[config.mk]
export PLATFORM = sky130hd
export DESIGN_NAME = fcr_top
export DESIGN_NICKNAME = d
export VERILOG_FILES = /design/src/fcr_pkg.sv /design/src/fcr_top.sv
export SDC_FILE = /design/constraint.sdc
export NUM_CORES = 1
export LEC_CHECK = 0
export ABC_AREA = 1
export BUFFER_PORTS_ARGS = -buffer_cell sky130_fd_sc_hd__buf_2
export CAP_MARGIN = 20
export CORE_UTILIZATION = 53
export DETAILED_ROUTE_END_ITERATION = 12
export GPL_TIMING_DRIVEN = 0
export HOLD_SLACK_MARGIN = 0.15
export PLACE_DENSITY = 0.8
export SLEW_MARGIN = 5
export SYNTH_ARGS = -nofsm -noshare
export SYNTH_HDL_FRONTEND = slang
export SYNTH_SLANG_ARGS = --single-unit
[constraint.sdc]
create_clock -name REF_CLK -period 1.2 [get_ports REF_CLK]
set_input_delay 0.06 -clock REF_CLK [delete_from_list [all_inputs] [get_ports REF_CLK]]
set_output_delay 0.06 -clock REF_CLK [all_outputs]
set_load 0.005 [all_outputs]
[src/fcr_pkg.sv]
// Constants and carrier types for the floppy configuration register bank.
// Assumes one byte-wide indexed configuration port in front of the bank.
package fcr_pkg;

  // ----------------------------------------------------------------
  // Register indexes
  // ----------------------------------------------------------------
  localparam logic [7:0] FCR_IDX_MODE = 8'hF0;
  localparam logic [7:0] FCR_IDX_OPTION = 8'hF1;
  localparam logic [7:0] FCR_IDX_TYPE = 8'hF2;
  localparam logic [7:0] FCR_IDX_RSVD_A = 8'hF3;
  localparam logic [7:0] FCR_IDX_DRIVE0 = 8'hF4;
  localparam logic [7:0] FCR_IDX_RSVD_B = 8'hF5;
  localparam logic [7:0] FCR_IDX_MAP = 8'hF8;

  // ----------------------------------------------------------------
  // Reset values and writable masks
  // ----------------------------------------------------------------
  localparam logic [7:0] FCR_MODE_RST = 8'h0E;
  localparam logic [7:0] FCR_OPTION_RST = 8'h00;
  localparam logic [7:0] FCR_TYPE_RST = 8'hFF;
  localparam logic [7:0] FCR_DRIVE0_RST = 8'h00;
  localparam logic [7:0] FCR_MODE_MASK = 8'hDF;
  localparam logic [7:0] FCR_OPTION_MASK = 8'h0D;
  localparam logic [7:0] FCR_DRIVE0_MASK = 8'h5B;
  localparam logic [7:0] FCR_ZERO = 8'h00;
  localparam logic FCR_MAP_AT_RST = 1'b1;
  localparam logic FCR_MAP_DEN_RST = 1'b1;

  // ----------------------------------------------------------------
  // Field positions
  // ----------------------------------------------------------------
  localparam int FCR_MODE_ENH = 0;
  localparam int FCR_MODE_DMA = 1;
  localparam int FCR_MODE_IF_LO = 2;
  localparam int FCR_MODE_IF_HI = 3;
  localparam int FCR_MODE_SWAP = 4;
  localparam int FCR_MODE_PP = 6;
  localparam int FCR_MODE_TRI = 7;
  localparam int FCR_OPT_FWP = 0;
  localparam int FCR_OPT_DEN_LO = 2;
  localparam int FCR_OPT_DEN_HI = 3;
  localparam int FCR_D0_DT_LO = 0;
  localparam int FCR_D0_DT_HI = 1;
  localparam int FCR_D0_RT_LO = 3;
  localparam int FCR_D0_RT_HI = 4;
  localparam int FCR_D0_PTS = 6;
  localparam int FCR_TYPE_A_HI = 1;
  localparam int FCR_MAP_TRI = 0;
  localparam int FCR_MAP_AT = 2;
  localparam int FCR_MAP_FWP = 3;
  localparam int FCR_MAP_DEN = 5;
  localparam int FCR_MAP_ENH = 6;

  // ----------------------------------------------------------------
  // Field encodings
  // ----------------------------------------------------------------
  localparam logic [1:0] FCR_IF_AT = 2'h3;
  localparam logic [1:0] FCR_IF_PS2 = 2'h1;
  localparam logic [1:0] FCR_DEN_NORMAL = 2'h0;
  localparam logic [1:0] FCR_DEN_ONE = 2'h2;
  localparam logic [1:0] FCR_DEN_ZERO = 2'h3;

  // ----------------------------------------------------------------
  // Carriers
  // ----------------------------------------------------------------
  typedef struct packed {
    logic wr;
    logic rd;
    logic [7:0] index;
    logic [7:0] wdata;
  } fcr_cfg_req_t;

  typedef struct packed {
    logic floppy_enhanced;
    logic dma_non_burst;
    logic [1:0] interface_mode;
    logic push_pull_output;
    logic output_tristate;
    logic [1:0] drive_a_type;
    logic [1:0] drive_type_select;
    logic [1:0] rate_table_select;
    logic precomp_disable;
  } fcr_ctrl_t;

endpackage

[src/fcr_top.sv]
// Floppy configuration register bank: mode, option, drive type, drive 0
// setup, reserved indexes and the shadow mapping view, plus pin shaping.
// Assumes the configuration port already decoded the logical device and
// presents one-cycle read and write strobes on the reference clock.
//
// Overview of operation
// - Only the hard reset input restores defaults; no soft reset reaches this bank.
// - Mode bit 0 selects normal or enhanced floppy mode two.
// - Mode bit 1 selects burst DMA when zero, non-burst when one.
// - Mode bits 3:2 select AT, PS/2 or Model 30 interface variant.
// - Mode bits 0, 2, 3 and 7 appear in the shadow mapping register.
// - Writing 10 or 00 to the variant field keeps shadow bit 2.
// - Mode bit 4 exchanges drive 0 and drive 1 select and motor outputs.
// - Mode bit 6 selects open-drain or push-pull drive select and motor outputs; density is always driven.
// - Mode bit 7 places the drive select and motor outputs in high impedance; density stays driven.
// - Core write protect is pin protect OR forced protect while a drive is selected.
// - Option bits 3:2 pass, force one or force zero on density.
// - Option bits 0, 2 and 3 appear in the shadow mapping register.
// - Writing 01 or 10 to density keeps shadow bit 5.
// - Drive type register holds drive A type in bits 1:0, resets to FF.
// - Indexes F3 and F5 read zero and ignore writes.
// - Drive 0 register holds type select and rate table select, reset zero.
// - Drive 0 bit 6 disables write precompensation.
// - Drive 0 bits 2, 5 and 7 read zero.
// - Shadow bit 5 written zero forces density 11, written one forces 00.
`timescale 1ns/1ps

module fcr_top (
  input wire logic REF_CLK,
  input wire logic SRST,
  input wire logic CE,
  input wire fcr_pkg::fcr_cfg_req_t CFG_REQ,
  output logic [7:0] CFG_RDATA,
  output logic CFG_RVALID,
  input wire logic [1:0] DS_CORE_N,
  input wire logic [1:0] MTR_CORE_N,
  input wire logic DENSITY_CORE,
  input wire logic WRITE_PROTECT_IN_N,
  output logic [1:0] DRIVE_SELECT_OUT_O,
  output logic [1:0] DRIVE_SELECT_OUT_OE,
  output logic [1:0] MOTOR_ENABLE_OUT_O,
  output logic [1:0] MOTOR_ENABLE_OUT_OE,
  output logic DENSITY_OUT,
  output logic CORE_WRITE_PROTECT,
  output fcr_pkg::fcr_ctrl_t CTRL
);

  // ----------------------------------------------------------------
  // Storage
  // ----------------------------------------------------------------
  logic [7:0] mode_reg;
  logic [7:0] option_reg;
  logic [7:0] type_reg;
  logic [7:0] drive0_reg;
  logic map_at_reg;
  logic map_den_reg;
  logic wp_meta_reg;
  logic wp_sync_reg;
  logic [7:0] read_next;
  logic [7:0] map_view;
  logic wr_mode;
  logic wr_option;
  logic wr_type;
  logic wr_drive0;
  logic wr_map;

  // Strobe decode, shared by all write processes
  function automatic logic fcr_hit(input fcr_pkg::fcr_cfg_req_t req, input logic [7:0] idx);
    fcr_hit = req.wr && (req.index == idx);
  endfunction

  // Density as driven on the pin, from the override code or the core level
  function automatic logic fcr_density(input logic [1:0] sel, input logic core);
    if (sel == fcr_pkg::FCR_DEN_ONE) begin
      fcr_density = 1'b1;
    end else if (sel == fcr_pkg::FCR_DEN_ZERO) begin
      fcr_density = 1'b0;
    end else begin
      fcr_density = core;
    end
  endfunction

  // Pin shaping: open drain drives only the low level
  function automatic logic [1:0] fcr_pin(input logic level, input logic pp, input logic tri_st);
    logic oe;
    oe = 1'b0;
    if (tri_st) begin
      oe = 1'b0;
    end else if (pp) begin
      oe = 1'b1;
    end else begin
      oe = ~level;
    end
    fcr_pin = {level, oe};
  endfunction

  // Reserved indexes F3 and F5 decode to nothing, so writes there fall away
  assign wr_mode = CE && fcr_hit(CFG_REQ, fcr_pkg::FCR_IDX_MODE);
  assign wr_option = CE && fcr_hit(CFG_REQ, fcr_pkg::FCR_IDX_OPTION);
  assign wr_type = CE && fcr_hit(CFG_REQ, fcr_pkg::FCR_IDX_TYPE);
  assign wr_drive0 = CE && fcr_hit(CFG_REQ, fcr_pkg::FCR_IDX_DRIVE0);
  assign wr_map = CE && fcr_hit(CFG_REQ, fcr_pkg::FCR_IDX_MAP);

  // ----------------------------------------------------------------
  // Mode register and its shadow variant bit
  // ----------------------------------------------------------------
  // Shadow writes land in the same flops, so the enhanced and tri-state views never disagree
  always_ff @(posedge REF_CLK) begin
    if (SRST) begin
      mode_reg <= fcr_pkg::FCR_MODE_RST;
    end else if (wr_mode) begin
      mode_reg <= CFG_REQ.wdata & fcr_pkg::FCR_MODE_MASK;
    end else if (wr_map) begin
      mode_reg[fcr_pkg::FCR_MODE_ENH] <= CFG_REQ.wdata[fcr_pkg::FCR_MAP_ENH];
      mode_reg[fcr_pkg::FCR_MODE_TRI] <= CFG_REQ.wdata[fcr_pkg::FCR_MAP_TRI];
      mode_reg[fcr_pkg::FCR_MODE_IF_HI:fcr_pkg::FCR_MODE_IF_LO] <=
        CFG_REQ.wdata[fcr_pkg::FCR_MAP_AT] ? fcr_pkg::FCR_IF_AT : fcr_pkg::FCR_IF_PS2;
    end
  end

  // Shadow bit 2 only follows the AT and PS/2 codes
  always_ff @(posedge REF_CLK) begin
    if (SRST) begin
      map_at_reg <= fcr_pkg::FCR_MAP_AT_RST;
    end else if (wr_mode) begin
      if (CFG_REQ.wdata[fcr_pkg::FCR_MODE_IF_HI:fcr_pkg::FCR_MODE_IF_LO] ==
          fcr_pkg::FCR_IF_AT) begin
        map_at_reg <= 1'b1;
      end else if (CFG_REQ.wdata[fcr_pkg::FCR_MODE_IF_HI:fcr_pkg::FCR_MODE_IF_LO] ==
                   fcr_pkg::FCR_IF_PS2) begin
        map_at_reg <= 1'b0;
      end
      // Codes 10 and 00 leave the shadow bit as it was
    end else if (wr_map) begin
      map_at_reg <= CFG_REQ.wdata[fcr_pkg::FCR_MAP_AT];
    end
  end

  // ----------------------------------------------------------------
  // Option register and its shadow density bit
  // ----------------------------------------------------------------
  always_ff @(posedge REF_CLK) begin
    if (SRST) begin
      option_reg <= fcr_pkg::FCR_OPTION_RST;
    end else if (wr_option) begin
      option_reg <= CFG_REQ.wdata & fcr_pkg::FCR_OPTION_MASK;
    end else if (wr_map) begin
      option_reg[fcr_pkg::FCR_OPT_FWP] <= CFG_REQ.wdata[fcr_pkg::FCR_MAP_FWP];
      option_reg[fcr_pkg::FCR_OPT_DEN_HI:fcr_pkg::FCR_OPT_DEN_LO] <=
        CFG_REQ.wdata[fcr_pkg::FCR_MAP_DEN] ? fcr_pkg::FCR_DEN_NORMAL :
        fcr_pkg::FCR_DEN_ZERO;
    end
  end

  // Shadow bit 5 is the inverted density, updated by 00 and 11 only
  always_ff @(posedge REF_CLK) begin
    if (SRST) begin
      map_den_reg <= fcr_pkg::FCR_MAP_DEN_RST;
    end else if (wr_option) begin
      if (CFG_REQ.wdata[fcr_pkg::FCR_OPT_DEN_HI:fcr_pkg::FCR_OPT_DEN_LO] ==
          fcr_pkg::FCR_DEN_NORMAL) begin
        map_den_reg <= 1'b1;
      end else if (CFG_REQ.wdata[fcr_pkg::FCR_OPT_DEN_HI:fcr_pkg::FCR_OPT_DEN_LO] ==
                   fcr_pkg::FCR_DEN_ZERO) begin
        map_den_reg <= 1'b0;
      end
      // Codes 01 and 10 keep the shadow bit
    end else if (wr_map) begin
      map_den_reg <= CFG_REQ.wdata[fcr_pkg::FCR_MAP_DEN];
    end
  end

  // ----------------------------------------------------------------
  // Drive type and drive 0 setup
  // ----------------------------------------------------------------
  // Upper pairs are plain scratch storage for other drives
  always_ff @(posedge REF_CLK) begin
    if (SRST) begin
      type_reg <= fcr_pkg::FCR_TYPE_RST;
    end else if (wr_type) begin
      type_reg <= CFG_REQ.wdata;
    end
  end

  // Read-only zero bits are never stored
  always_ff @(posedge REF_CLK) begin
    if (SRST) begin
      drive0_reg <= fcr_pkg::FCR_DRIVE0_RST;
    end else if (wr_drive0) begin
      drive0_reg <= CFG_REQ.wdata & fcr_pkg::FCR_DRIVE0_MASK;
    end
  end

  // ----------------------------------------------------------------
  // Read path
  // ----------------------------------------------------------------
  // Shadow view assembled from the shared flops
  always_comb begin
    map_view = fcr_pkg::FCR_ZERO;
    map_view[fcr_pkg::FCR_MAP_TRI] = mode_reg[fcr_pkg::FCR_MODE_TRI];
    map_view[fcr_pkg::FCR_MAP_AT] = map_at_reg;
    map_view[fcr_pkg::FCR_MAP_FWP] = option_reg[fcr_pkg::FCR_OPT_FWP];
    map_view[fcr_pkg::FCR_MAP_DEN] = map_den_reg;
    map_view[fcr_pkg::FCR_MAP_ENH] = mode_reg[fcr_pkg::FCR_MODE_ENH];
  end

  // Unknown and reserved indexes answer zero
  always_comb begin
    read_next = fcr_pkg::FCR_ZERO;
    unique case (CFG_REQ.index)
      fcr_pkg::FCR_IDX_MODE: read_next = mode_reg;
      fcr_pkg::FCR_IDX_OPTION: read_next = option_reg;
      fcr_pkg::FCR_IDX_TYPE: read_next = type_reg;
      fcr_pkg::FCR_IDX_DRIVE0: read_next = drive0_reg;
      fcr_pkg::FCR_IDX_MAP: read_next = map_view;
      fcr_pkg::FCR_IDX_RSVD_A: read_next = fcr_pkg::FCR_ZERO;
      fcr_pkg::FCR_IDX_RSVD_B: read_next = fcr_pkg::FCR_ZERO;
      default: read_next = fcr_pkg::FCR_ZERO;
    endcase
  end

  // Registered answer, valid the cycle after the strobe
  always_ff @(posedge REF_CLK) begin
    if (SRST) begin
      CFG_RDATA <= fcr_pkg::FCR_ZERO;
      CFG_RVALID <= 1'b0;
    end else if (CE) begin
      CFG_RVALID <= CFG_REQ.rd;
      if (CFG_REQ.rd) begin
        CFG_RDATA <= read_next;
      end
    end
  end

  // ----------------------------------------------------------------
  // Control outputs
  // ----------------------------------------------------------------
  // Plain slices of the register flops
  assign CTRL.floppy_enhanced = mode_reg[fcr_pkg::FCR_MODE_ENH];
  assign CTRL.dma_non_burst = mode_reg[fcr_pkg::FCR_MODE_DMA];
  assign CTRL.interface_mode = mode_reg[fcr_pkg::FCR_MODE_IF_HI:fcr_pkg::FCR_MODE_IF_LO];
  assign CTRL.push_pull_output = mode_reg[fcr_pkg::FCR_MODE_PP];
  assign CTRL.output_tristate = mode_reg[fcr_pkg::FCR_MODE_TRI];
  assign CTRL.drive_a_type = type_reg[fcr_pkg::FCR_TYPE_A_HI:0];
  assign CTRL.drive_type_select = drive0_reg[fcr_pkg::FCR_D0_DT_HI:fcr_pkg::FCR_D0_DT_LO];
  assign CTRL.rate_table_select = drive0_reg[fcr_pkg::FCR_D0_RT_HI:fcr_pkg::FCR_D0_RT_LO];
  assign CTRL.precomp_disable = drive0_reg[fcr_pkg::FCR_D0_PTS];

  // ----------------------------------------------------------------
  // Pin side
  // ----------------------------------------------------------------
  // Write protect pin is asynchronous, so two flops before use
  always_ff @(posedge REF_CLK) begin
    if (SRST) begin
      wp_meta_reg <= 1'b1;
      wp_sync_reg <= 1'b1;
    end else if (CE) begin
      wp_meta_reg <= WRITE_PROTECT_IN_N;
      wp_sync_reg <= wp_meta_reg;
    end
  end

  // Forced protect only counts while a drive is selected
  always_ff @(posedge REF_CLK) begin
    if (SRST) begin
      CORE_WRITE_PROTECT <= 1'b0;
      DENSITY_OUT <= 1'b0;
    end else if (CE) begin
      CORE_WRITE_PROTECT <= ~wp_sync_reg |
        (option_reg[fcr_pkg::FCR_OPT_FWP] & ~(&DS_CORE_N));
      DENSITY_OUT <= fcr_density(option_reg[fcr_pkg::FCR_OPT_DEN_HI:fcr_pkg::FCR_OPT_DEN_LO],
        DENSITY_CORE);
    end
  end

  // One loop per drive; the swap picks the other drive's core signals
  for (genvar d = 0; d < 2; d++) begin : g_drive
    always_ff @(posedge REF_CLK) begin
      if (SRST) begin
        // Reset leaves the bus released rather than selecting a drive
        DRIVE_SELECT_OUT_O[d] <= 1'b1;
        DRIVE_SELECT_OUT_OE[d] <= 1'b0;
        MOTOR_ENABLE_OUT_O[d] <= 1'b1;
        MOTOR_ENABLE_OUT_OE[d] <= 1'b0;
      end else if (CE) begin
        {DRIVE_SELECT_OUT_O[d], DRIVE_SELECT_OUT_OE[d]} <= fcr_pin(
          mode_reg[fcr_pkg::FCR_MODE_SWAP] ? DS_CORE_N[1-d] : DS_CORE_N[d],
          mode_reg[fcr_pkg::FCR_MODE_PP], mode_reg[fcr_pkg::FCR_MODE_TRI]);
        {MOTOR_ENABLE_OUT_O[d], MOTOR_ENABLE_OUT_OE[d]} <= fcr_pin(
          mode_reg[fcr_pkg::FCR_MODE_SWAP] ? MTR_CORE_N[1-d] : MTR_CORE_N[d],
          mode_reg[fcr_pkg::FCR_MODE_PP], mode_reg[fcr_pkg::FCR_MODE_TRI]);
      end
    end
  end
endmodule

==> run summary, run 1 <==
======================================================================================
Run status ..............................................................    completed
Final Routed Wirelength .................................................      5968 µm
Final weighted congestion in routability-driven placement ...............       0.8628
Remaining antenna violation count .......................................            0
Layout-stage area growth over the synthesis result ......................       26.18%
Largest voltage drop on the vdd net .....................................    0.5541 mV
Clock slew at the register clock pins of the worst setup and hold paths .      0.09 ns
Final-report setup violation count ......................................            0
Worst max-slew margin expressed relative to the limit ...................       71.60%
Via/cell ratio ..........................................................        5.247
Final cycle utilization of the critical path ............................       91.51%
Final layout net count ..................................................          425
Top library cells by usage in the layout, fill and taps aside ........... nand2_1 (92), buf_2 (59), dfxtp_1 (46)
Ys Warns ................................................................            0
Leakage power of the design .............................................  0.001458 µW
Floorplan Core Area .....................................................     4115 µm²
Maximum level of the CTS H-tree .........................................            2
Post-layout worst setup margin ..........................................    0.1018 ns
Min-delay src ........................................................... MTR_CORE_N[0]
Post-synthesis instance total ...........................................          319
Combinational share of power ............................................        11.1%
Initial DRC Count .......................................................          157
Slack of the worst reg-to-reg path ......................................      0.12 ns
Power share of the sequential group .....................................        50.9%
Sw Ratio ................................................................       24.98%
Category of the critical setup timing path ..............................       in2reg
Die H ...................................................................     68.34 µm
Synthesized netlist net count ...........................................          346
CTS Buffer Depth ........................................................            2
First-pass GRT wire length ..............................................      9453 µm
Setup repair after global routing missed its margin .....................        false
Final TNS setup .........................................................         0 ns
Data required, critical path ............................................      1.39 ns
Library cell with the largest summed area after synthesis ...............      dfxtp_1
Inserted Clock Buffers ..................................................            5
Post-route clock skew ...................................................  0.003137 ns
Number of maximum-capacitance violations ................................            0
Worst setup slack after placement .......................................  -0.06137 ns
Initial standard-cell utilization of the core ...........................       56.67%
Yosys cell types ........................................................           30
Buffer cell driving the clock tree root .................................     clkbuf_8
CTS tree ................................................................          yes
Power spent charging and discharging nets ...............................     773.7 µW
Worst path bufs/invs ....................................................            4
Post-Synthesis Cell Area ................................................     2332 µm²
Share of post-route cells with drive strength above 1 ...................       27.32%
Max-slew violation count ................................................            0
Clock insertion delay at the later pin of the skew report ...............      0.30 ns
Gr ovfl total ...........................................................            0
Internal portion of total power .........................................      2324 µW
Final hold violation count ..............................................            0
Count of pins on the block boundary .....................................           59
Number of rows in the core area .........................................           23
Endpoint type of the worst setup path ...................................    flip-flop
Die boundary width ......................................................     68.34 µm
Max Fclk ................................................................   0.9106 GHz
Vias in the first global route ..........................................         2094
Die area ................................................................     4670 µm²
Largest net degree at the start of global routing .......................           16
Element type at the critical path start ................................. primary input
Top cells by area in the synthesized netlist ............................ dfxtp_1 (39%), nand2_1 (15%), nand3_1 (8.2%), o21ai_0 (4.9%), a21oi_1 (4.7%)
Antenna cells ...........................................................            0
Most common cell after layout, fill and taps aside ......................      nand2_1
Initial antenna violation count .........................................            0
Sum of net half-perimeters after detailed placement .....................      4299 µm
Drt first pass iters ....................................................            4
Clock sinks .............................................................           46
Total of buffers placed on input and output ports .......................           57
Placed cell count .......................................................          426
Launch point of the worst reg-to-reg path ...............................  mode_reg[4]
Start point of the critical path ........................................   CFG_REQ[3]
Crit-path max FO ........................................................            6
Post-synthesis average cell area ........................................    7.311 µm²
Total GRT Usage .........................................................       27.97%
Min-Delay Path Class ....................................................       in2reg
Largest stage delay, worst path .........................................      0.52 ns
Data arrival time of the critical path ..................................      1.29 ns
Slew at the pin closest to its max-slew limit ...........................    0.4260 ns
Fraction of post-synthesis cell area in the top cell type by area .......       39.48%
Tmin final ..............................................................     1.098 ns
Standard cell with the maximum stage delay on the critical path ......... dlygate4sd3_1
Total via count in the routed design ....................................         2356
Clock network power share ...............................................        38.0%
Gate family responsible for the most delay along the worst path ......... buffers and inverters
Final cell count without fillers ........................................          449
Total power per unit cell area ..........................................  1052 nW/µm²
Cell breakdown of the critical path ..................................... dlygate4sd3_1 > buf_2 > inv_1 > nand2_1 > nand4_1 > nand2_1 > inv_1 > nand3_1 > nand3_1
Drt wl/cell .............................................................     13.29 µm
DRC violations left .....................................................            0
Register area share after synthesis .....................................       39.48%
Flip-flop and latch count after synthesis ...............................           46
======================================================================================
## power groups by stage
stage | Combinational (µW) | Sequential (µW) | Clock, µW
after floorplan | 172 | 1610 | 0
after global placement | 294 | 1610 | 0
after detailed placement | 301 | 1610 | 0
after CTS | 341 | 1570 | 1180
after global routing | 383 | 1580 | 1250
final | 343 | 1580 | 1180
## area by class of cell
class                   count  area (µm²)
well taps                  50       62.56
clock buffers               5       68.82
flip-flops and latches     46       920.9
inverters                  37       141.4
fillers                   348        1172
plain buffers              17       118.9
multi-input cells         219        1151
clock inverters             3       43.79
repair buffers             72       435.4
## stage by stage
step | power, µW | hold slack [ns] | util, % | area, µm²
global route | 3209 | 0.1720 | 71.51 | 2943
global placement | 1903 | 0.2823 | 65.13 | 2680
CTS | 3096 | 0.1623 | 71.51 | 2943
detailed placement | 1911 | 0.2865 | 65.13 | 2680
floorplan | 1785 | 0.1732 | - | 2332
finish | 3097 | 0.1536 | 71.51 | 2943
## routing by layer
layer | track usage, % | up-vias | routed length [µm]
li1 | - | 1192 | -
met1 | 32.80 | 1061 | 2574
met2 | 47.06 | 91 | 2842
met3 | 7.500 | 12 | 472
met4 | 12.76 | 0 | 80
met5 | 0 | - | 0
## what timing repair did
action,in CTS,in global routing
setup buffers,0,0
gates resized for setup,0,1
hold endpoints to repair,29,0
hold buffers,15,0
setup endpoints to repair,0,1
## worst register-to-register path, stage by stage, from the launching register on
cell	delay, ns
dfxtp_1	0.43
inv_1	0.13
o21ai_1	0.22
nand2_1	0.07
nand2_1	0.06
a21oi_1	0.05
## cells by family (layout without fill, tap and decap cells)
group / count (synthesis) / count (layout) / share of synthesized area (%)
buffers and inverters: 54 / 134 / 11.16
flip-flops: 46 / 46 / 39.48
AND/OR/NAND/NOR: 162 / 162 / 35.89
AO/OA/AOI/OAI: 57 / 57 / 13.47
## cell usage after synthesis (all sizes together)
cell type / number
a21oi: 22
clkinv: 1
clkbuf: 3
nand3: 44
nand4: 1
o21ai: 25
nand2: 100
inv: 36
nor3: 2
nor2: 15
dfxtp: 46
o2111ai: 1
o211ai: 8
buf: 14
a31oi: 1
## path summary, 6_finish.rpt
path                                 end  depth (start not counted)
hold reg to reg               CFG_RVALID                          2
setup reg to reg  MOTOR_ENABLE_OUT_OE[1]                          5
hold / removal     MOTOR_ENABLE_OUT_O[1]                          5
setup / recovery             map_den_reg                          9
(Power assumes the default switching activity.)
==> inputs of run 2 (changes only) <==
--- a/config.mk
+++ b/config.mk
@@ -8,11 +8,12 @@
 export ABC_AREA = 1
 export BUFFER_PORTS_ARGS = -buffer_cell sky130_fd_sc_hd__buf_2
 export CAP_MARGIN = 20
-export CORE_UTILIZATION = 53
+export CORE_ASPECT_RATIO = 0.75
+export CORE_UTILIZATION = 48
 export DETAILED_ROUTE_END_ITERATION = 12
 export GPL_TIMING_DRIVEN = 0
 export HOLD_SLACK_MARGIN = 0.15
-export PLACE_DENSITY = 0.8
+export PLACE_DENSITY = 0.76
 export SLEW_MARGIN = 5
 export SYNTH_ARGS = -nofsm -noshare
 export SYNTH_HDL_FRONTEND = slang
==> constraint.sdc (replaced) <==
create_clock -name REF_CLK -period 0.9 [get_ports REF_CLK]
set_input_delay 0.045 -clock REF_CLK [delete_from_list [all_inputs] [get_ports REF_CLK]]
set_output_delay 0.045 -clock REF_CLK [all_outputs]
set_load 0.005 [all_outputs]
==> run summary, run 2 (synthesis results as in run 1) <==
======================================================================================
Run status .............................................................. complete, but fails checks
Violated checks ......................................................... negative setup slack
Maximum level of the CTS H-tree .........................................            2   unchanged
Endpoint type of the worst setup path ...................................    flip-flop
Floorplan Core Area .....................................................     4572 µm²   +11%
Clock insertion delay at the later pin of the skew report ...............      0.30 ns   about the same
Initial standard-cell utilization of the core ...........................       51.01%   -5.7 points
Largest net degree at the start of global routing .......................           15   -1
Data arrival time of the critical path ..................................      1.11 ns   -0.18 ns
Antenna cells ...........................................................            0   unchanged
Sum of net half-perimeters after detailed placement .....................      4476 µm   +4.1%
Leakage power of the design .............................................  0.001573 µW   +7.9%
Data required, critical path ............................................      1.08 ns   -0.31 ns
Final Routed Wirelength .................................................      6647 µm   +11%
Die area ................................................................     5144 µm²   +10%
Number of maximum-capacitance violations ................................            0   unchanged
Inserted Clock Buffers ..................................................            5   unchanged
Clock sinks .............................................................           46   unchanged
Worst max-slew margin expressed relative to the limit ...................       69.72%   -1.9 points
Initial DRC Count .......................................................          152   -3.2%
Count of pins on the block boundary .....................................           59   unchanged
Total power draw ........................................................      4197 µW   +36%
DRC violations left .....................................................            0   unchanged
Setup repair after global routing missed its margin .....................         true
Layout-stage area growth over the synthesis result ......................       39.59%
Crit-path max FO ........................................................            7   +1
Buffer cell driving the clock tree root .................................     clkbuf_8
Tmin final ..............................................................    0.9346 ns
CTS tree ................................................................          yes
Min-Delay Path Class ....................................................       in2reg
Total of buffers placed on input and output ports .......................           57   unchanged
Number of rows in the core area .........................................           21   -8.7%
Share of post-route cells with drive strength above 1 ...................       36.83%   +9.5 points
Post-layout worst setup margin ..........................................  -0.03463 ns   -0.1365 ns
Total via count in the routed design ....................................         2459   +4.4%
Max-slew violation count ................................................            0   unchanged
Drt wl/cell .............................................................     14.23 µm   +7.1%
Category of the critical setup timing path ..............................      reg2reg
Most common cell after layout, fill and taps aside ......................      nand2_1
Worst setup slack after placement .......................................   -0.3012 ns   -0.2398 ns
Slew at the pin closest to its max-slew limit ...........................    0.4542 ns   +0.02812 ns
Largest voltage drop on the vdd net .....................................     1.024 mV   +85%
Gr ovfl total ...........................................................            0   unchanged
Total power per unit cell area ..........................................  1289 nW/µm²   +22%
Standard cell area after detailed placement .............................     2720 µm²   +1.5%
Final layout net count ..................................................          436   +2.6%
Post-route clock skew ...................................................   0.01045 ns   +0.007311 ns
Max Fclk ................................................................    1.070 GHz
Final hold violation count ..............................................            0   unchanged
Remaining antenna violation count .......................................            0   unchanged
Clock slew at the register clock pins of the worst setup and hold paths .      0.09 ns   about the same
Initial antenna violation count .........................................            0   unchanged
Vias in the first global route ..........................................         2157   +3.0%
Die H ...................................................................     62.37 µm   -8.7%
CTS Buffer Depth ........................................................            2   unchanged
Final weighted congestion in routability-driven placement ...............       0.9164   +6.2%
Post-route design area ..................................................     3256 µm²   +11%
Element type at the critical path start .................................    flip-flop
Drt first pass iters ....................................................            4   unchanged
Final-report setup violation count ......................................            6   +6
Core occupancy in the finished layout ...................................       71.21%   -0.30 points
Via/cell ratio ..........................................................        5.266   +0.35%
Number of buffers inserted by hold repair at cts ........................           17   +2
Total GRT Usage .........................................................       25.91%   -2.1 points
Die boundary width ......................................................     82.49 µm   +21%
Final cycle utilization of the critical path ............................       103.8%
Hold WS .................................................................   0.02946 ns   -0.1241 ns
Top library cells by usage in the layout, fill and taps aside ........... nand2_1 (86), buf_2 (49), dfxtp_1 (37)
First-pass GRT wire length ..............................................     10140 µm   +7.2%
======================================================================================
==> run 2: changes by cell type in the layout (fill, tap and decap cells not counted), moves of 5 or more <==
cell and delta:
buf_6 +12, nand2_1 -6, buf_4 +7, o21ai_0 -9, buf_2 -10, inv_1 -5
dfxtp_2 +7, o21ai_2 +5, dfxtp_1 -9, inv_4 +7
==> run 2: metal layers <==
layer	track usage (%)	part of all wire, %	routed length [µm]
met5	0	0	0
met3	4.118	7.7	509
met1	38.57	45	2996
met4	4.957	0.63	42
met2	39.36	47	3098
==> run 2: per-stage QoR <==
step,setup TNS (ns),cells
after floorplan,-0.03161,319
after global placement,-8.368,433
after detailed placement,-9.015,433
after CTS,-0.02360,454
after global routing,-0.5697,467
final,-0.1259,467
==> run 2: cell type report <==
class                           count  area [µm²]
Fill cell                         364        1316
Multi-Input combinational cell    220        1264
Sequential cell                    46       937.1
Timing Repair Buffer               89       633.1
Inverter                           37       162.7
Buffer                             10       77.57
Clock buffer                        6       72.57
Tap cell                           57       71.32
Clock inverter                      2       37.54
==> run 2: what timing repair did <==
| action | 4_1_cts | 5_1_grt |
|---|---|---|
| buffers inserted | 1 | 14 |
| pin swaps | 3 | 13 |
| setup endpoints to repair | 19 | 34 |
| cloned | 0 | 1 |
| resized for setup | 33 | 30 |
| endpoints found under the hold margin | 30 | 6 |
==> run 2: final timing paths <==
kind | from | end | slack, ns | cells after the start
worst max register to register | mode_reg[4] | DRIVE_SELECT_OUT_OE[1] | -0.03 | 5
worst max-delay path | mode_reg[4] | DRIVE_SELECT_OUT_OE[1] | -0.03 | 5
worst min-delay path | SRST | MOTOR_ENABLE_OUT_OE[0] | 0.03 | 2
worst min register to register | wp_meta_reg | wp_meta_reg | 0.46 | 2
==> run 2: power breakdown <==
part | switching [µW] | internal [µW] | leakage, µW
Combinational | 309 | 224 | 0.00115
Clock | 740 | 830 | 0.0000514
Sequential | 21.8 | 2070 | 0.000375
Total | 1070 | 3130 | 0.00157
==> run 2: critical path, cell delays in order, from the launching register on <==
cell,delay (ns)
dfxtp_4,0.43
nand2_1,0.08
o21ai_2,0.08
nand2_1,0.08
nand2_1,0.07
a21oi_1,0.06
